[config.mk]
export PLATFORM = sky130hd
export DESIGN_NAME = smbus_index_target
export DESIGN_NICKNAME = d
export VERILOG_FILES = /design/src/smbus_pkg.sv /design/src/smbus_index_target.sv
export SDC_FILE = /design/constraint.sdc
export NUM_CORES = 1
export LEC_CHECK = 0
export ABC_AREA = 1
export BUFFER_PORTS_ARGS = -buffer_cell sky130_fd_sc_hd__buf_2
export CORE_MARGIN = 2
export CORE_UTILIZATION = 27
export DETAILED_ROUTE_END_ITERATION = 6
export GPL_ROUTABILITY_DRIVEN = 0
export PLACE_DENSITY = 0.42
export SYNTH_ARGS = -nofsm -noshare
export SYNTH_HDL_FRONTEND = slang
export SYNTH_SLANG_ARGS = --single-unit
[constraint.sdc]
create_clock -name clk -period 14.3 [get_ports clk]
set_input_delay 2.86 -clock clk [delete_from_list [all_inputs] [get_ports clk]]
set_output_delay 2.86 -clock clk [all_outputs]
set_load 0.05 [all_outputs]
[src/smbus_pkg.sv]
// shared constants and types for the smbus index block target
package smbus_pkg;

  // target address on the wire, direction bit excluded
  localparam logic [6:0] TARGET_ADDR = 7'h6D;
  // number of implemented configuration bytes
  localparam int NUM_REGS = 9;
  localparam logic [7:0] NUM_REGS_B = 8'h09;
  // reset value of every configuration byte
  localparam logic [7:0] REG_RESET = 8'h00;
  // byte count returned in a read before any write set one
  localparam logic [7:0] COUNT_RESET = 8'h09;
  // byte returned for an index with no register behind it
  localparam logic [7:0] UNMAPPED_BYTE = 8'hFF;
  // write buffer between the link and the register bank
  localparam int WBUF_DEPTH = 8;
  // bit counter value at the end of a byte
  localparam logic [3:0] BYTE_BITS = 4'h8;

  // one pending register write: target index and data
  typedef struct packed {
    logic [7:0] index;
    logic [7:0] data;
  } wr_req_t;

  typedef logic [NUM_REGS-1:0][7:0] cfg_bank_t;

  // bit level activity on the link
  typedef enum logic [2:0] {
    ST_IDLE,
    ST_RECV,
    ST_ACK,
    ST_SEND,
    ST_HACK
  } link_state_t;

  // which byte of the transaction is being received
  typedef enum logic [1:0] {
    PH_ADDR,
    PH_INDEX,
    PH_COUNT,
    PH_DATA
  } byte_phase_t;

endpackage : smbus_pkg

[src/smbus_index_target.sv]
// smbus index block target with write buffer and configuration bank
`timescale 1ns/10ps
`default_nettype none

// =========================================================
// write buffer
// =========================================================
// small synchronous fifo; full and empty are exact
module wbuf_fifo #(
  parameter int WIDTH = 16,
  parameter int DEPTH = 8
) (
  // clock and reset
  input wire logic clk,
  input wire logic sys_rst,
  // fill side
  input wire logic in_valid,
  output logic in_ready,
  input wire logic [WIDTH-1:0] in_data,
  // drain side
  output logic out_valid,
  input wire logic out_ready,
  output logic [WIDTH-1:0] out_data
);
  localparam int AW = $clog2(DEPTH);

  logic [WIDTH-1:0] mem_r [DEPTH];
  logic [AW-1:0] wptr_r, rptr_r;
  logic [AW:0] fill_r;
  logic push, pop;

  assign in_ready = (fill_r != (AW+1)'(DEPTH));
  assign out_valid = (fill_r != '0);
  assign out_data = mem_r[rptr_r];
  assign push = in_valid & in_ready;
  assign pop = out_valid & out_ready;

  // storage has no reset; only slots below the fill level are read
  always_ff @(posedge clk) begin
    if (push) begin
      mem_r[wptr_r] <= in_data;
    end
  end

  // pointers wrap at the depth, which may be any size
  always_ff @(posedge clk or posedge sys_rst) begin
    if (sys_rst) begin
      wptr_r <= '0;
      rptr_r <= '0;
      fill_r <= '0;
    end else begin
      if (push) begin
        wptr_r <= (wptr_r == AW'(DEPTH-1)) ? '0 : wptr_r + AW'(1);
      end
      if (pop) begin
        rptr_r <= (rptr_r == AW'(DEPTH-1)) ? '0 : rptr_r + AW'(1);
      end
      if (push && !pop) begin
        fill_r <= fill_r + (AW+1)'(1);
      end else if (pop && !push) begin
        fill_r <= fill_r - (AW+1)'(1);
      end
    end
  end
endmodule : wbuf_fifo

// =========================================================
// link target
// =========================================================
// Behaviour
// - answer only address 1101101, eighth bit direction
// - acknowledge index byte, keep as start index
// - acknowledge the byte count that follows
// - store data bytes at consecutive indices from N
// - acknowledge each data byte individually while the write buffer has room
// - read: repeated start, read address, acknowledged
// - read returns count then bytes from N
module smbus_index_target
(
  // clock and reset
  input wire logic clk,
  input wire logic sys_rst,
  // smbus pins, open drain data
  input wire logic scl_i,
  input wire logic sda_i,
  output logic sda_o,
  output logic sda_oe,
  // register bank side
  input wire logic bank_hold,
  output smbus_pkg::cfg_bank_t cfg_regs
);
  import smbus_pkg::*;

  // true when an index has a register behind it
  function automatic logic reg_hit(input logic [7:0] idx);
    reg_hit = (idx < NUM_REGS_B);
  endfunction : reg_hit

  // byte returned to the host for an index
  function automatic logic [7:0] rd_byte(input cfg_bank_t bank,
                                         input logic [7:0] idx);
    rd_byte = reg_hit(idx) ? bank[idx[3:0]] : UNMAPPED_BYTE;
  endfunction : rd_byte

  logic [1:0] scl_sync_r, sda_sync_r;
  logic scl_d_r, sda_d_r;
  logic scl_rise, scl_fall, start_cond, stop_cond;
  link_state_t state_r;
  byte_phase_t phase_r;
  logic [3:0] bit_r;
  logic [7:0] shift_r, tx_r, ptr_r, count_r, rd_next;
  logic rd_dir_r, host_nack_r, oe_r, push_r;
  wr_req_t push_data_r;
  logic wb_ready, wb_valid;
  wr_req_t wb_data;
  cfg_bank_t cfg_r;

  // pins come from another domain: two flops before any logic
  always_ff @(posedge clk or posedge sys_rst) begin
    if (sys_rst) begin
      scl_sync_r <= 2'h3;
      sda_sync_r <= 2'h3;
      scl_d_r <= 1'b1;
      sda_d_r <= 1'b1;
    end else begin
      scl_sync_r <= {scl_sync_r[0], scl_i};
      sda_sync_r <= {sda_sync_r[0], sda_i};
      scl_d_r <= scl_sync_r[1];
      sda_d_r <= sda_sync_r[1];
    end
  end

  // edges and bus conditions seen on the synchronised levels
  assign scl_rise = scl_sync_r[1] & ~scl_d_r;
  assign scl_fall = ~scl_sync_r[1] & scl_d_r;
  assign start_cond = scl_sync_r[1] & scl_d_r & sda_d_r & ~sda_sync_r[1];
  assign stop_cond = scl_sync_r[1] & scl_d_r & ~sda_d_r & sda_sync_r[1];
  assign rd_next = rd_byte(cfg_r, ptr_r); // named so its bits can be picked

  // byte level engine; data is only moved while the clock is low,
  // so our own drive never looks like a start or stop
  always_ff @(posedge clk or posedge sys_rst) begin
    if (sys_rst) begin
      state_r <= ST_IDLE;
      phase_r <= PH_ADDR;
      bit_r <= 4'h0;
      shift_r <= 8'h00;
      tx_r <= 8'h00;
      ptr_r <= 8'h00;
      count_r <= COUNT_RESET;
      rd_dir_r <= 1'b0;
      host_nack_r <= 1'b0;
      oe_r <= 1'b0;
      push_r <= 1'b0;
      push_data_r <= '0;
      sda_o <= 1'b0;
    end else begin
      push_r <= 1'b0;
      sda_o <= 1'b0; // open drain: the pad only ever pulls low
      if (start_cond) begin
        // a start or repeated start always reopens at the address
        state_r <= ST_RECV;
        phase_r <= PH_ADDR;
        bit_r <= 4'h0;
        oe_r <= 1'b0;
      end else if (stop_cond) begin
        state_r <= ST_IDLE;
        oe_r <= 1'b0;
      end else begin
        case (state_r)
          ST_IDLE: oe_r <= 1'b0;
          ST_RECV: begin
            if (scl_rise) begin
              shift_r <= {shift_r[6:0], sda_sync_r[1]};
              bit_r <= bit_r + 4'h1;
            end else if (scl_fall && bit_r == BYTE_BITS) begin
              bit_r <= 4'h0;
              state_r <= ST_ACK;
              oe_r <= 1'b1;
              case (phase_r)
                PH_ADDR: begin
                  if (shift_r[7:1] == TARGET_ADDR) begin
                    rd_dir_r <= shift_r[0];
                  end else begin
                    // another target: stay off the bus until the next start or repeated start
                    state_r <= ST_IDLE;
                    oe_r <= 1'b0;
                  end
                end
                PH_INDEX: ptr_r <= shift_r;
                PH_COUNT: count_r <= shift_r;
                PH_DATA: begin
                  if (wb_ready) begin
                    // unmapped indices are dropped at the bank
                    push_r <= 1'b1;
                    push_data_r <= '{index: ptr_r, data: shift_r};
                    ptr_r <= ptr_r + 8'h01;
                  end else begin
                    // buffer full: refuse the byte rather than lose it
                    state_r <= ST_IDLE;
                    oe_r <= 1'b0;
                  end
                end
                default: begin
                  state_r <= ST_IDLE;
                  oe_r <= 1'b0;
                end
              endcase
            end
          end
          ST_ACK: begin
            if (scl_fall) begin
              if (phase_r == PH_ADDR && rd_dir_r) begin
                // read opens with the byte count
                tx_r <= {count_r[6:0], 1'b0};
                oe_r <= ~count_r[7];
                bit_r <= 4'h1;
                state_r <= ST_SEND;
              end else begin
                oe_r <= 1'b0;
                state_r <= ST_RECV;
                case (phase_r)
                  PH_ADDR: phase_r <= PH_INDEX;
                  PH_INDEX: phase_r <= PH_COUNT;
                  default: phase_r <= PH_DATA;
                endcase
              end
            end
          end
          ST_SEND: begin
            if (scl_fall) begin
              if (bit_r == BYTE_BITS) begin
                oe_r <= 1'b0;
                state_r <= ST_HACK;
              end else begin
                oe_r <= ~tx_r[7];
                tx_r <= {tx_r[6:0], 1'b0};
                bit_r <= bit_r + 4'h1;
              end
            end
          end
          ST_HACK: begin
            if (scl_rise) begin
              host_nack_r <= sda_sync_r[1];
            end else if (scl_fall) begin
              if (host_nack_r) begin
                state_r <= ST_IDLE;
              end else begin
                // next byte from the running index
                tx_r <= {rd_next[6:0], 1'b0};
                oe_r <= ~rd_next[7];
                ptr_r <= ptr_r + 8'h01;
                bit_r <= 4'h1;
                state_r <= ST_SEND;
              end
            end
          end
          default: begin
            state_r <= ST_IDLE;
            oe_r <= 1'b0;
          end
        endcase
      end
    end
  end

  // buffered writes let the bank side stall without slowing the link
  wbuf_fifo #(.WIDTH($bits(wr_req_t)), .DEPTH(WBUF_DEPTH)) u_wbuf (
    .clk(clk),
    .sys_rst(sys_rst),
    .in_valid(push_r),
    .in_ready(wb_ready),
    .in_data(push_data_r),
    .out_valid(wb_valid),
    .out_ready(~bank_hold),
    .out_data(wb_data)
  );

  // register bank update from the buffer
  always_ff @(posedge clk or posedge sys_rst) begin
    if (sys_rst) begin
      cfg_r <= {NUM_REGS{REG_RESET}};
    end else if (wb_valid && !bank_hold && reg_hit(wb_data.index)) begin
      cfg_r[wb_data.index[3:0]] <= wb_data.data;
    end
  end

  assign sda_oe = oe_r;
  assign cfg_regs = cfg_r;
endmodule : smbus_index_target

`default_nettype wire

==> key figures <==
Status
  – Outcome: complete, no violations

Setup path
  – CP peak stage delay: 560 ps
  – RR Endpoint: cfg_regs[57]
  – CP Max Fanout: 65
  – CP cell instances: buf_2, a31oi_2, nand2_1, nor2_4, buf_4, nand2_2, nand2_1, o21ai_1
  – Type of element launching the critical path: primary input
  – R2R Setup Slk: 11340 ps
  – Setup Crit Path Kind: in2reg
  – WP buf/inv: 2
  – Worst r2r src: u_wbuf.rptr_r[2]
  – CP required: 14700 ps
  – Nature of the critical path endpoint: flop
  – Arrival time at the worst endpoint: 4760 ps
  – Slowest CP cell: buf_4
  – Most common cell on crit path: nand2_1
  – R2R depth: 9
  – Crit path max-delay family: simple AND/OR/NAND/NOR gates

Timing
  – Final min period: 4360 ps
  – Sum Neg Setup Slack: 0 ps
  – RSZ-0062 raised after global routing: no
  – Final period utilization: 30.5%
  – Rel. slew slack: 18.6%
  – Worst slew pin tran: 1220 ps
  – Max Fclk: 229 MHz
  – Fin. max-slew vios: 0
  – Setup violators final: 0
  – Clock Skew: 21.7 ps
  – Hold slack: 358 ps
  – Final Hold Fails: 0

Final layout
  – Area delta synth->final: 16.1%
  – Layout cells sized above 1: 13.6%
  – Filler cells: 4858
  – Fin cells: 2033
  – Nets: 1425
  – Antenna fix cells: 0

Clock network
  – CTS Hold Bufs: 0
  – Num CTS Buffers: 34
  – Clock root cell: clkbuf_16
  – Max clock buf depth: 3
  – Setup bufs post-CTS: 0
  – CTS Sinks: 276
  – Worst-path clk slew: 60 ps
  – Clock Latency Late Sink: 530 ps
  – CTS tree: built
  – H-tree level count: 2
  – Post-CTS sizing: 0

Synthesis
  – Ys flop type: dfrtp_1
  – Multiplexer area fraction after synthesis: 0.0890%
  – Post-Syn Area per Cell: 9.52 µm²
  – Post-Synth XOR/XNOR Area: 0.554%
  – Synth Area in Simple Gates: 21.7%
  – Largest family of logic cells by synthesized area: simple AND/OR/NAND/NOR gates
  – Synth Area in Adders: 1.84%
  – Syn_nets: 1352
  – EDFF count, synth: 128
  – Register area share after synthesis: 59.7%
  – Ys async rst share: 53.6%
  – Mapped Area: 0.0127 mm²
  – Yosys Warn Count: 0
  – Compound-Gate Fraction of Synth Area: 10.2%
  – FF+latch count, synth: 276
  – Mapped Cells: 1329
  – Netlist cell types: 45

Hold path
  – Hold path cells: 0
  – HP Start: sda_sync_r[0]
  – Hold Path Class: reg2reg
  – Worst Hold Path EP: sda_sync_r[1]

Routing
  – Post-Route WL: 36400 µm
  – Metal3 WL: 1370 µm
  – Via Count: 9443
  – DR vias/cell: 4.64
  – Iteration-0 DRC count of the detailed router: 694
  – Router iterations before antenna repair: 5
  – Residual DRC: 0
  – Uppermost layer routed: met4
  – WL met2: 16700 µm
  – Detail Route Antenna Nets: 0
  – WL/cell: 17.9 µm
  – Met1 Routed Length: 17500 µm

Die
  – Initial Util: 27.2%
  – Core Region: 0.0465 mm²
  – Die area: 0.0486 mm²
  – Die X: 221 µm
  – IO Pins: 79
  – Die extent in y: 221 µm
  – Row count: 79

Global route
  – Initial antenna violation count: 0
  – GRT Overall Usage: 15.2%
  – Pin count of the biggest net entering global routing: 78
  – GR Overflow Total: 0
  – Vias in the first global route: 9393
  – Global-route wire length before repair: 56600 µm

Place
  – Post-DP HPWL: 23300 µm
  – Post-Place Cells: 1973
  – IO buf count: 77

Power and ir drop
  – P per Cell Area: 220 mW/mm²
  – Maximum VDD drop: 0.104 mV
  – Tot Pwr: 3240 µW
  – Lkg Pwr: 0.00641 µW

Run
  – Max-Cap Viols: 0
worst max-delay path by stage:
stage	start	endpoint	slack [ps]	cells past startpoint
3_3_place_gp	bank_hold	cfg_regs[5]	9440	8
6_report	bank_hold	cfg_regs[5]	9940	8
2_1_floorplan	sys_rst	bit_r[0]	7470	1
5_1_grt	bank_hold	cfg_regs[0]	9740	8
4_1_cts	bank_hold	cfg_regs[2]	9970	8
3_5_place_dp	bank_hold	cfg_regs[2]	9420	8
synth_stat cells (3+ instances only):
library cell	number	area, µm²
inv_2	5	18.8
o211ai_1	15	113
nor2_1	162	608
o21ai_2	8	70.1
edfxtp_1	128	3840
o22ai_1	9	56.3
clkbuf_1	23	86.3
dfstp_2	8	210
nand2_1	317	1190
buf_2	11	55.1
nand3b_1	5	37.5
nor2_4	6	67.6
nor3_1	5	25.0
buf_6	12	135
dfrtp_1	140	3500
o21ai_0	144	721
nand2_2	6	37.5
inv_1	101	379
nand3_2	10	100
o21ai_1	18	90.1
nand3_1	55	275
xor2_1	5	43.8
xnor2_1	3	26.3
nand4_1	59	369
buf_4	7	52.6
a22o_1	6	52.6
ha_1	17	213
a21oi_1	25	125
where the power goes:
| part | leakage, µW | total [µW] | switching [µW] | internal [µW] |
|---|---|---|---|---|
| clock | 0.000543 | 864 | 341 | 523 |
| combinational | 0.00285 | 1300 | 1000 | 295 |
| sequential | 0.00302 | 1070 | 131 | 943 |
| total | 0.00641 | 3240 | 1480 | 1760 |
kinds of logic after synthesis:
group / count (synthesis)
multiplexers: 1
AO/OA/AOI/OAI: 232
AND/OR/NAND/NOR: 630
XOR/XNOR: 8
flip-flops: 276
adder cells (fa/ha/maj): 18
buffers and inverters: 163
other: 1
worst register-to-register path, delay by kind of cell, from the launching register on:
family        cells  cell delay [ps]
buf+inv           2              820
flops             1              570
simple gates      7             1460
final cells by class:
| cell class | count | area [µm²] | area share (%) |
|---|---|---|---|
| inverters | 109 | 422 | 2.87 |
| clock buffers | 48 | 997 | 6.78 |
| flip-flops and latches | 276 | 7560 | 51.4 |
| well taps | 607 | 759 | 5.17 |
| repair buffers | 91 | 490 | 3.34 |
| clock inverters | 12 | 116 | 0.792 |
| multi-input cells | 890 | 4350 | 29.6 |
registers in the layout, summed over array words and instances, names as in the netlist, 2 cells and up:
name	flops
count_r	8
u_wbuf.mem_r	128
cfg_regs	72
push_data_r	16
u_wbuf.fill_r	4
u_wbuf.wptr_r	3
ptr_r	8
bit_r	4
phase_r	2
shift_r	8
state_r	3
tx_r	7
scl_sync_r	2
u_wbuf.rptr_r	3
sda_sync_r	2
routing by layer:
layer | track usage [%] | vias to the layer above
li1 | - | 4637
met1 | 21.5 | 4575
met2 | 24.4 | 170
met3 | 2.17 | 61
met4 | 4.11 | 0
met5 | 0 | -
through the flow:
stage	util (%)	area [µm²]	worst slack (ps)
final	31.6	14700	9940
after global placement	29.2	13600	9440
after global routing	31.6	14700	9740
after CTS	31.6	14700	9970
after floorplan	-	12700	7470
after detailed placement	29.2	13600	9420
cell usage in the layout, fill, tap and decap left out, types with 5 or more instances in the layout:
master	count
o211ai_1	15
o22ai_1	9
a21oi_1	25
nor2_1	162
nand3_1	55
nand2_2	6
nor3_1	5
nand3_2	10
dfrtp_1	139
o21ai_1	18
nor2_4	7
nand4_1	59
buf_4	14
dfstp_2	8
edfxtp_1	128
inv_2	5
o21ai_0	144
xor2_1	5
inv_1	100
buf_2	77
nand2_1	317
ha_1	17
clkbuf_16	37
clkbuf_1	8
a22o_1	6
nand3b_1	5
clkinv_2	5
o21ai_2	8
Power figures use the tool's default switching activity.
